<file path="src/pcr_pkg.sv">
// constants for the port capability register bank
package pcr_pkg;
	localparam int          ADDR_W          = 8;
	localparam logic [7:0]  OFF_CAP_HEADER  = 8'h40;
	localparam logic [7:0]  OFF_DEV_CAP     = 8'h44;
	// header fields
	localparam int          HDR_ID_LSB      = 0;
	localparam int          HDR_NXT_LSB     = 8;
	localparam int          HDR_VER_LSB     = 16;
	localparam int          HDR_TYPE_LSB    = 20;
	localparam int          HDR_SLOT_BIT    = 24;
	localparam int          HDR_IMN_LSB     = 25;
	localparam logic [7:0]  CAP_ID_VALUE    = 8'h10;
	localparam logic [7:0]  NXT_PTR_RESET   = 8'hC0;
	localparam logic [3:0]  CAP_VER_RESET   = 4'h2;
	localparam logic [3:0]  TYPE_UPSTREAM   = 4'h5;
	localparam logic [3:0]  TYPE_DOWNSTREAM = 4'h6;
	localparam logic        SLOT_RESET      = 1'h0;
	localparam logic [4:0]  IMN_VALUE       = 5'h00;
	// device capability fields
	localparam int          DC_MPS_LSB      = 0;
	localparam int          DC_PFS_LSB      = 3;
	localparam int          DC_EXTENDED_TAG_SUPPORTED_BIT     = 5;
	localparam int          DC_L0S_LSB      = 6;
	localparam int          DC_L1_LSB       = 9;
	localparam int          DC_ABP_BIT      = 12;
	localparam int          DC_AIP_BIT      = 13;
	localparam int          DC_PIP_BIT      = 14;
	localparam int          DC_RBER_BIT     = 15;
	localparam int          DC_PLV_LSB      = 18;
	localparam int          DC_PLS_LSB      = 26;
	localparam logic [2:0]  MPS_RESET       = 3'h4;
	localparam logic [1:0]  PFS_VALUE       = 2'h0;
	localparam logic        EXTENDED_TAG_SUPPORTED_RESET      = 1'h1;
	localparam logic [2:0]  LAT_VALUE       = 3'h0;
	localparam logic        PRESENT_VALUE   = 1'h0;
	localparam logic        RBER_VALUE      = 1'h1;
	localparam logic [7:0]  PLV_RESET       = 8'h00;
	localparam logic [1:0]  PLS_RESET       = 2'h0;
	localparam logic [31:0] UNMAPPED_DATA   = 32'h00000000;
endpackage : pcr_pkg

</file>
<file path="src/pcr_power_capture.sv">
// captured slot power limit holder
`timescale 1ns/1ps
`default_nettype none
module pcr_power_capture (
	input  wire logic       i_clk,
	input  wire logic       i_rst_n,
	input  wire logic       i_upstream,
	input  wire logic       i_load,
	input  wire logic [7:0] i_value,
	input  wire logic [1:0] i_scale,
	output logic      [7:0] o_value,
	output logic      [1:0] o_scale
);
	logic [7:0] value_reg;
	logic [1:0] scale_reg;

	// only the upstream port captures; downstream stays zero
	always_ff @(posedge i_clk or negedge i_rst_n) begin
		if (!i_rst_n) begin
			value_reg <= pcr_pkg::PLV_RESET;
			scale_reg <= pcr_pkg::PLS_RESET;
		end else if (!i_upstream) begin
			value_reg <= pcr_pkg::PLV_RESET;
			scale_reg <= pcr_pkg::PLS_RESET;
		end else if (i_load) begin
			value_reg <= i_value;
			scale_reg <= i_scale;
		end
	end

	assign o_value = value_reg;
	assign o_scale = scale_reg;
endmodule : pcr_power_capture
`default_nettype wire

</file>
<file path="src/pcr_port_capability_regs.sv">
// port capability register bank on an avalon-mm slave
`timescale 1ns/1ps
`default_nettype none
// How it works
// - capability id always reads fixed code
// - next pointer resets C0, lockable write
// - version resets two, lockable write
// - port type fixed per port direction
// - slot bit resets zero, software's care
// - interrupt message number reads zero
// - max payload inits 2048 code, lockable
// - phantom functions hardwired zero
// - extended tag resets one, lockable
// - both exit latencies hardwired zero
// - button and indicator bits read zero
// - role based error bit reads one
// - upstream captures power value; downstream zero
// - upstream captures power scale; downstream zero
module pcr_port_capability_regs (
	input  wire logic        I_CORE_CLK,
	input  wire logic        I_RST_N,
	input  wire logic        I_UPSTREAM,
	input  wire logic        I_WRITE_LOCK_OPEN,
	input  wire logic        I_PWR_MSG_VALID,
	input  wire logic [7:0]  I_PWR_MSG_VALUE,
	input  wire logic [1:0]  I_PWR_MSG_SCALE,
	input  wire logic [7:0]  I_AVS_ADDRESS,
	input  wire logic        I_AVS_READ,
	input  wire logic        I_AVS_WRITE,
	input  wire logic [31:0] I_AVS_WRITEDATA,
	input  wire logic [3:0]  I_AVS_BYTEENABLE,
	output logic      [31:0] O_AVS_READDATA,
	output logic             O_AVS_WAITREQUEST
);
	typedef enum logic [1:0] {ST_IDLE, ST_ACK} pcr_bus_st_t;

	pcr_bus_st_t st_reg;
	logic [7:0]  nxt_ptr_reg;
	logic [3:0]  cap_ver_reg;
	logic        slot_reg;
	logic [2:0]  mps_reg;
	logic        extended_tag_supported_reg;
	logic [31:0] rdata_reg;
	logic [7:0]  plv;
	logic [1:0]  pls;
	logic [31:0] hdr_word;
	logic [31:0] dcap_word;
	logic        wr_take;
	logic        wr_hdr;
	logic        wr_dcap;
	logic        wr_ok;

	////////////////////////////////////////////////////////////////////////
	// word assembly, reserved bits zero
	function automatic logic [31:0] pcr_hdr(input logic [7:0] nxt,
		input logic [3:0] capability_version, input logic up, input logic slot);
		logic [31:0] w;
		w = 32'h00000000;
		w[pcr_pkg::HDR_ID_LSB +: 8] = pcr_pkg::CAP_ID_VALUE;
		w[pcr_pkg::HDR_NXT_LSB +: 8] = nxt;
		w[pcr_pkg::HDR_VER_LSB +: 4] = capability_version;
		w[pcr_pkg::HDR_TYPE_LSB +: 4] = up ? pcr_pkg::TYPE_UPSTREAM
			: pcr_pkg::TYPE_DOWNSTREAM;
		w[pcr_pkg::HDR_SLOT_BIT] = slot;
		w[pcr_pkg::HDR_IMN_LSB +: 5] = pcr_pkg::IMN_VALUE;
		return w;
	endfunction : pcr_hdr

	function automatic logic [31:0] pcr_dcap(input logic [2:0] mps,
		input logic extended_tag_supported, input logic [7:0] v, input logic [1:0] s);
		logic [31:0] w;
		w = 32'h00000000;
		w[pcr_pkg::DC_MPS_LSB +: 3] = mps;
		w[pcr_pkg::DC_PFS_LSB +: 2] = pcr_pkg::PFS_VALUE;
		w[pcr_pkg::DC_EXTENDED_TAG_SUPPORTED_BIT] = extended_tag_supported;
		w[pcr_pkg::DC_L0S_LSB +: 3] = pcr_pkg::LAT_VALUE;
		w[pcr_pkg::DC_L1_LSB +: 3] = pcr_pkg::LAT_VALUE;
		w[pcr_pkg::DC_ABP_BIT] = pcr_pkg::PRESENT_VALUE;
		w[pcr_pkg::DC_AIP_BIT] = pcr_pkg::PRESENT_VALUE;
		w[pcr_pkg::DC_PIP_BIT] = pcr_pkg::PRESENT_VALUE;
		w[pcr_pkg::DC_RBER_BIT] = pcr_pkg::RBER_VALUE;
		w[pcr_pkg::DC_PLV_LSB +: 8] = v;
		w[pcr_pkg::DC_PLS_LSB +: 2] = s;
		return w;
	endfunction : pcr_dcap

	////////////////////////////////////////////////////////////////////////
	// power limit capture
	pcr_power_capture u_power (
		.i_clk      (I_CORE_CLK),
		.i_rst_n    (I_RST_N),
		.i_upstream (I_UPSTREAM),
		.i_load     (I_PWR_MSG_VALID),
		.i_value    (I_PWR_MSG_VALUE),
		.i_scale    (I_PWR_MSG_SCALE),
		.o_value    (plv),
		.o_scale    (pls)
	);

	assign hdr_word  = pcr_hdr(nxt_ptr_reg, cap_ver_reg, I_UPSTREAM, slot_reg);
	assign dcap_word = pcr_dcap(mps_reg, extended_tag_supported_reg, plv, pls);

	////////////////////////////////////////////////////////////////////////
	// bus handshake: one wait cycle, answer in the second
	always_ff @(posedge I_CORE_CLK or negedge I_RST_N) begin
		if (!I_RST_N) begin
			st_reg <= ST_IDLE;
		end else begin
			case (st_reg)
				ST_IDLE: begin
					if (I_AVS_READ || I_AVS_WRITE) begin
						st_reg <= ST_ACK;
					end
				end
				ST_ACK: st_reg <= ST_IDLE;
				default: st_reg <= ST_IDLE;
			endcase
		end
	end

	assign O_AVS_WAITREQUEST = (I_AVS_READ || I_AVS_WRITE)
		&& (st_reg != ST_ACK);
	assign wr_take = I_AVS_WRITE && (st_reg == ST_ACK);
	assign wr_ok   = wr_take && I_WRITE_LOCK_OPEN;
	assign wr_hdr  = wr_ok && (I_AVS_ADDRESS == pcr_pkg::OFF_CAP_HEADER);
	assign wr_dcap = wr_ok && (I_AVS_ADDRESS == pcr_pkg::OFF_DEV_CAP);

	always_ff @(posedge I_CORE_CLK or negedge I_RST_N) begin
		if (!I_RST_N) begin
			rdata_reg <= 32'h00000000;
		end else if (I_AVS_READ && st_reg == ST_IDLE) begin
			case (I_AVS_ADDRESS)
				pcr_pkg::OFF_CAP_HEADER: rdata_reg <= hdr_word;
				pcr_pkg::OFF_DEV_CAP:    rdata_reg <= dcap_word;
				default:                 rdata_reg <= pcr_pkg::UNMAPPED_DATA;
			endcase
		end
	end

	assign O_AVS_READDATA = rdata_reg;

	////////////////////////////////////////////////////////////////////////
	// lockable header fields
	always_ff @(posedge I_CORE_CLK or negedge I_RST_N) begin
		if (!I_RST_N) begin
			nxt_ptr_reg <= pcr_pkg::NXT_PTR_RESET;
			cap_ver_reg <= pcr_pkg::CAP_VER_RESET;
			slot_reg    <= pcr_pkg::SLOT_RESET;
		end else if (wr_hdr) begin
			if (I_AVS_BYTEENABLE[1]) begin
				nxt_ptr_reg <= I_AVS_WRITEDATA[pcr_pkg::HDR_NXT_LSB +: 8];
			end
			if (I_AVS_BYTEENABLE[2]) begin
				cap_ver_reg <= I_AVS_WRITEDATA[pcr_pkg::HDR_VER_LSB +: 4];
			end
			if (I_AVS_BYTEENABLE[3]) begin
				slot_reg <= I_AVS_WRITEDATA[pcr_pkg::HDR_SLOT_BIT];
			end
		end
	end

	// lockable device capability fields
	always_ff @(posedge I_CORE_CLK or negedge I_RST_N) begin
		if (!I_RST_N) begin
			mps_reg  <= pcr_pkg::MPS_RESET;
			extended_tag_supported_reg <= pcr_pkg::EXTENDED_TAG_SUPPORTED_RESET;
		end else if (wr_dcap && I_AVS_BYTEENABLE[0]) begin
			mps_reg  <= I_AVS_WRITEDATA[pcr_pkg::DC_MPS_LSB +: 3];
			extended_tag_supported_reg <= I_AVS_WRITEDATA[pcr_pkg::DC_EXTENDED_TAG_SUPPORTED_BIT];
		end
	end
endmodule : pcr_port_capability_regs
`default_nettype wire

</file>
<file path="config.mk">
export PLATFORM = sky130hd
export DESIGN_NAME = pcr_port_capability_regs
export DESIGN_NICKNAME = d
export VERILOG_FILES = /design/src/pcr_pkg.sv /design/src/pcr_power_capture.sv /design/src/pcr_port_capability_regs.sv
export SDC_FILE = /design/constraint.sdc
export NUM_CORES = 1
export LEC_CHECK = 0
export BUFFER_PORTS_ARGS = -buffer_cell sky130_fd_sc_hd__buf_2
export CAP_MARGIN = 20
export CORE_ASPECT_RATIO = 1.5
export CORE_UTILIZATION = 28
export CTS_CLUSTER_SIZE = 12
export DETAILED_ROUTE_END_ITERATION = 7
export PLACE_DENSITY_LB_ADDON = 0.15
export SKIP_LAST_GASP = 1
export SYNTH_ARGS = -nofsm -noshare
export SYNTH_HDL_FRONTEND = slang
export SYNTH_SLANG_ARGS = --single-unit
</file>
<file path="constraint.sdc">
create_clock -name I_CORE_CLK -period 1.5 [get_ports I_CORE_CLK]
set_input_delay 0.075 -clock I_CORE_CLK [delete_from_list [all_inputs] [get_ports I_CORE_CLK]]
set_output_delay 0.075 -clock I_CORE_CLK [all_outputs]
set_load 0.01 [all_outputs]
</file>
==> After elaboration in Yosys (flattened, before gate mapping) <==
Index checks and enable logic that the tools add are counted.
{ "totals": {"reg_bits": 61, "latchBits": 0, "ram_bits": 0, "rom_bits": 0, "input_bits": 61, "out_inout_bits": 33, "wordCells": 35, "memories": 0} }
{ "op_classes": {"add_sub_neg": 0, "mul": 0, "div_mod_pow": 0, "order_cmp": 0, "n_eq_ne": 6, "shifts": 0, "muxes": 8, "n_bitwise": 0, "n_reduce_logical": 12} }
{ "op_table": {"columns": ["cell", "count"], "rows": [
  ["$pmux W28 S2", 1],
  ["$eq A8 B7 Y1 const B", 2],
  ["$mux W8", 2],
  ["$mux W2", 5],
  ["$logic_and A1 B1 Y1", 7],
  ["$reduce_and A2 Y1", 3],
  ["$ne A2 B1 Y1 const B", 2],
  ["$eq A2 B1 Y1 const B", 1],
  ["$logic_not A2 Y1", 1],
  ["$ne A2 B2 Y1 const B", 1],
  ["$logic_or A1 B1 Y1", 1]
]} }

==> Depth between registers and ports, before layout <==
{ "logic_depth": {"ltp_word": 5, "mapped_depth": 5} }

==> Cells and area by module <==
From an unflattened synthesis, not the netlist that was laid out.
{ "hier_totals": {"cells_unflattened": 166, "hier_area_um2": 2245.9} }
{ "modules_own_cells": {"columns": ["mod", "instances", "cells_per_inst", "area_each_um2", "seq_area_each_um2"], "rows": [
  ["pcr_port_capability_regs", 1, 135, 1821.7, 1082.3],
  ["pcr_power_capture", 1, 31, 424.2, 250.2]
]} }

==> Worst setup path before layout <==
Ideal clock, no wire load.
{ "synth_timing": {"kind": "input to register", "start": "in I_AVS_ADDRESS[5]", "end": "reg nxt_ptr_reg[0]", "setup_ns": 0.125, "arrival_ns": 1.588, "required_ns": 1.375, "setup_slack_ns": -0.213, "cell_stages": 4, "path_buffers": 1, "path_cell_list": "or4b_1 buf_6 nor4_4 mux2_2"} }
{ "synth_between": {"elab_chain_cells": 3} }
{ "synth_rtl": {"columns": ["item", "line", "rtl"], "rows": [
  ["from (decl)", "pcr_port_capability_regs.sv:27", "input wire logic [7:0] I_AVS_ADDRESS,"],
  ["$eq A8 B7 Y1", "pcr_port_capability_regs.sv:125", "assign wr_hdr = wr_ok && (I_AVS_ADDRESS == pcr_pkg::OFF_CAP_HEADER);"],
  ["$logic_and A1 B1 Y1", "pcr_port_capability_regs.sv:125", null],
  ["$reduce_and A2 Y1 (no line)", null, null],
  ["to (signal assigned)", "pcr_port_capability_regs.sv:146", "nxt_ptr_reg <= pcr_pkg::NXT_PTR_RESET;"],
  ["to (signal assigned)", "pcr_port_capability_regs.sv:151", "nxt_ptr_reg <= I_AVS_WRITEDATA[pcr_pkg::HDR_NXT_LSB +: 8];"],
  ["to (decl)", "pcr_port_capability_regs.sv:38", "logic [7:0] nxt_ptr_reg;"]
]} }
No other way between the ends.
A chain may end at the register's enable or synchronous reset.

==> Worst setup path after layout <==
{ "layout_timing": {"start": "in I_AVS_ADDRESS[5]", "end": "reg nxt_ptr_reg[4]"} }
The elaborated chain is that of the path after synthesis.

==> results.txt <==
CP top delay family: simple AND/OR/NAND/NOR gates
share of the clock period used by the worst path: 95.4%
FFs w/ async S/R, synth: 100%
Nets: 310
clock tree root buffer cell: clkbuf_16
GP Congestion: 0.651
RSZ-0062 raised after global routing: no
I/O pin count: 94
die area: 8430 µm²
CTS tree: yes
commonest non-fill, non-tap cell in the layout: buf_2
Worst EP required: 1.67 ns
fillcell total: 811
Setup Fix Bufs, Post-CTS: 0
Die Wd: 75.3 µm
largest net degree at the start of global routing: 54
Residual DRC: 0
vias in the first global route: 1618
Initial DRT Pass Iterations: 4
Seq pwr share: 48.2%
critical path buffer and inverter count: 3
Cell Area, Synth: 2260 µm²
initial antenna violation count: 0
Mapped Avg Cell Area: 13.5 µm²
Post-Route WL: 4950 µm
Total GRT Usage: 13.1%
critical path type: in -> reg
worst skew pair latency: 0.29 ns
Yosys warnings: 0
Int Pwr: 2390 µW
maximum clock rate: 699 MHz
final design utilization: 38.8%
proportion of layout cells with a drive suffix above 1: 48.4%
synth top area cells: dfrtp_1, mux2_2, a22o_1, mux2i_1, dfstp_2
Yosys cell types: 26
most frequent cells in the layout: buf_2, dfrtp_1, a22o_1, mux2_2, mux2i_1
post-synthesis sequential area ratio: 59.1%
Longest Clk Path Bufs: 2
max reg flops: 25
DR vias: 1520
Critical Path AT: 1.60 ns
outcome: completed
Comb power frac: 8.1%
Worst Setup End Kind: register
H-tree depth: 2
CP max-delay cell: or4b_1
Synth Flop Type: dfrtp_1
Via density: 4.32
Initial Util: 29.3%
sw frac: 21.3%
Final Setup Violations: 0
worst hold slack: 0.0194 ns
maximum VDD drop: 0.532 mV
EDFF count, synth: 0
core box area: 7710 µm²
area share of the largest cell type after synthesis: 53.2%
IO buf count: 71
Layout area overhead: 32.5%
row count: 39
largest area contributor in the netlist: dfrtp_1
hpwl dp: 3570 µm
Crit Path Max Fanout: 6
Remaining Overflow, GRT: 0
Net Sw Power: 649 µW
Final min period: 1.43 ns
PwrDens: 1020 nW/µm²
leak pwr: 0.00156 µW
slowest cell delay on critical path: 0.53 ns
cts bufs inserted: 5
Worst-path clk slew: 0.06 ns
crit-path cells: buf_2, or4b_1, buf_6, nor4_4, buf_4, mux2_2
Final Hold Vio Count: 0
clock share of power: 43.8%
initial drt markers: 89
Worst Clk Skew: 0.00582 ns
Inserted Diodes: 0
Antenna Nets Post-Route: 0
Die H: 112 µm
Critical Path Start Type: primary input
Cells after Synth: 167
DR WL/cell: 14.1 µm
synthesized flop and latch total: 53
Max Cap Violations: 0
clock sinks: 53
global-route wire length before repair: 8160 µm
hold crit path type: in -> reg
max-slew violations: 0
[power by group through the flow]
stage	clock [µW]	sequential (µW)	combinational [µW]
floorplan	0	1490	124
global placement	0	1490	245
detailed placement	0	1490	246
CTS	1390	1460	249
global route	1430	1470	275
finish	1330	1460	246
[worst reg2reg max path, cell delays in order (launching register included)]
cell and delay (ns):
dfrtp_1 0.38, buf_4 0.14, nand2b_1 0.23, nor4_4 0.31, buf_12 0.17, a22o_1 0.13
[what timing repair did]
item                                    4_1_cts  5_1_grt
hold buffers                                  1        0
endpoints found under the setup margin        0       13
hold endpoints to repair                     48        0
resized for setup                             0        3
[logic make-up (layout without fill, tap and decap cells)]
family | Yosys count | in the layout | share of synthesized area (%)
compound gates | 26 | 26 | 9.48
buf+inv | 18 | 95 | 4.55
flops | 53 | 53 | 59.1
mux | 31 | 31 | 14.7
other cells | 1 | 7 | 0.166
simple gates | 38 | 38 | 12.0
[synthesized netlist by cell type (4+ instances only)]
| library cell | number |
|---|---|
| dfrtp_1 | 48 |
| a22o_1 | 17 |
| nand2b_1 | 4 |
| nor2b_1 | 10 |
| o31ai_1 | 7 |
| dfstp_2 | 5 |
| mux2i_1 | 14 |
| clkbuf_1 | 7 |
| nand2_1 | 8 |
| nor2_1 | 6 |
| buf_4 | 7 |
| mux2_2 | 17 |
| nor4_4 | 4 |
[metal layers]
| metal | up-vias | global-route usage [%] | wire, µm |
|---|---|---|---|
| li1 | 742 | - | - |
| met1 | 717 | 17.9 | 2240 |
| met2 | 52 | 19.9 | 2340 |
| met3 | 9 | 2.71 | 258 |
| met4 | 0 | 5.68 | 116 |
| met5 | - | 0 | 0 |
[worst paths after layout]
check / from / endpoint / slack [ns] / cells after the start
setup / recovery: I_AVS_ADDRESS[5] / nxt_ptr_reg[4] / 0.07 / 6
min in group asynchronous: I_RST_N / nxt_ptr_reg[3] / 0.30 / 3
max in group asynchronous: I_RST_N / extended_tag_supported_reg / 0.88 / 3
hold reg to reg: O_AVS_READDATA[15] / O_AVS_READDATA[15] / 0.47 / 2
setup reg to reg: st_reg[0] / O_AVS_READDATA[13] / 0.08 / 5
hold / removal: I_AVS_WRITEDATA[9] / nxt_ptr_reg[1] / 0.02 / 2
[metrics by stage]
stage	total power, µW	area, µm²	instances	TNS [ns]	setup slack (ns)
final	3040	2990	352	0	0.0684
after global routing	3170	2990	352	0	0.00102
after CTS	3100	2980	352	0	0.0542
after detailed placement	1740	2790	343	-5.03	-0.256
after global placement	1740	2790	343	-4.33	-0.238
after floorplan	1610	2280	173	-0.706	-0.0974
[area by class of cell]
class	instances	area, µm²	area share (%)
Clock inverter	1	30.0	1.00
Clock buffer	7	143	4.77
Sequential cell	53	1330	44.6
Tap cell	102	128	4.27
Inverter	1	3.75	0.126
Multi-Input combinational cell	102	850	28.4
Timing Repair Buffer	86	503	16.8
Power figures use the tool's default switching activity.
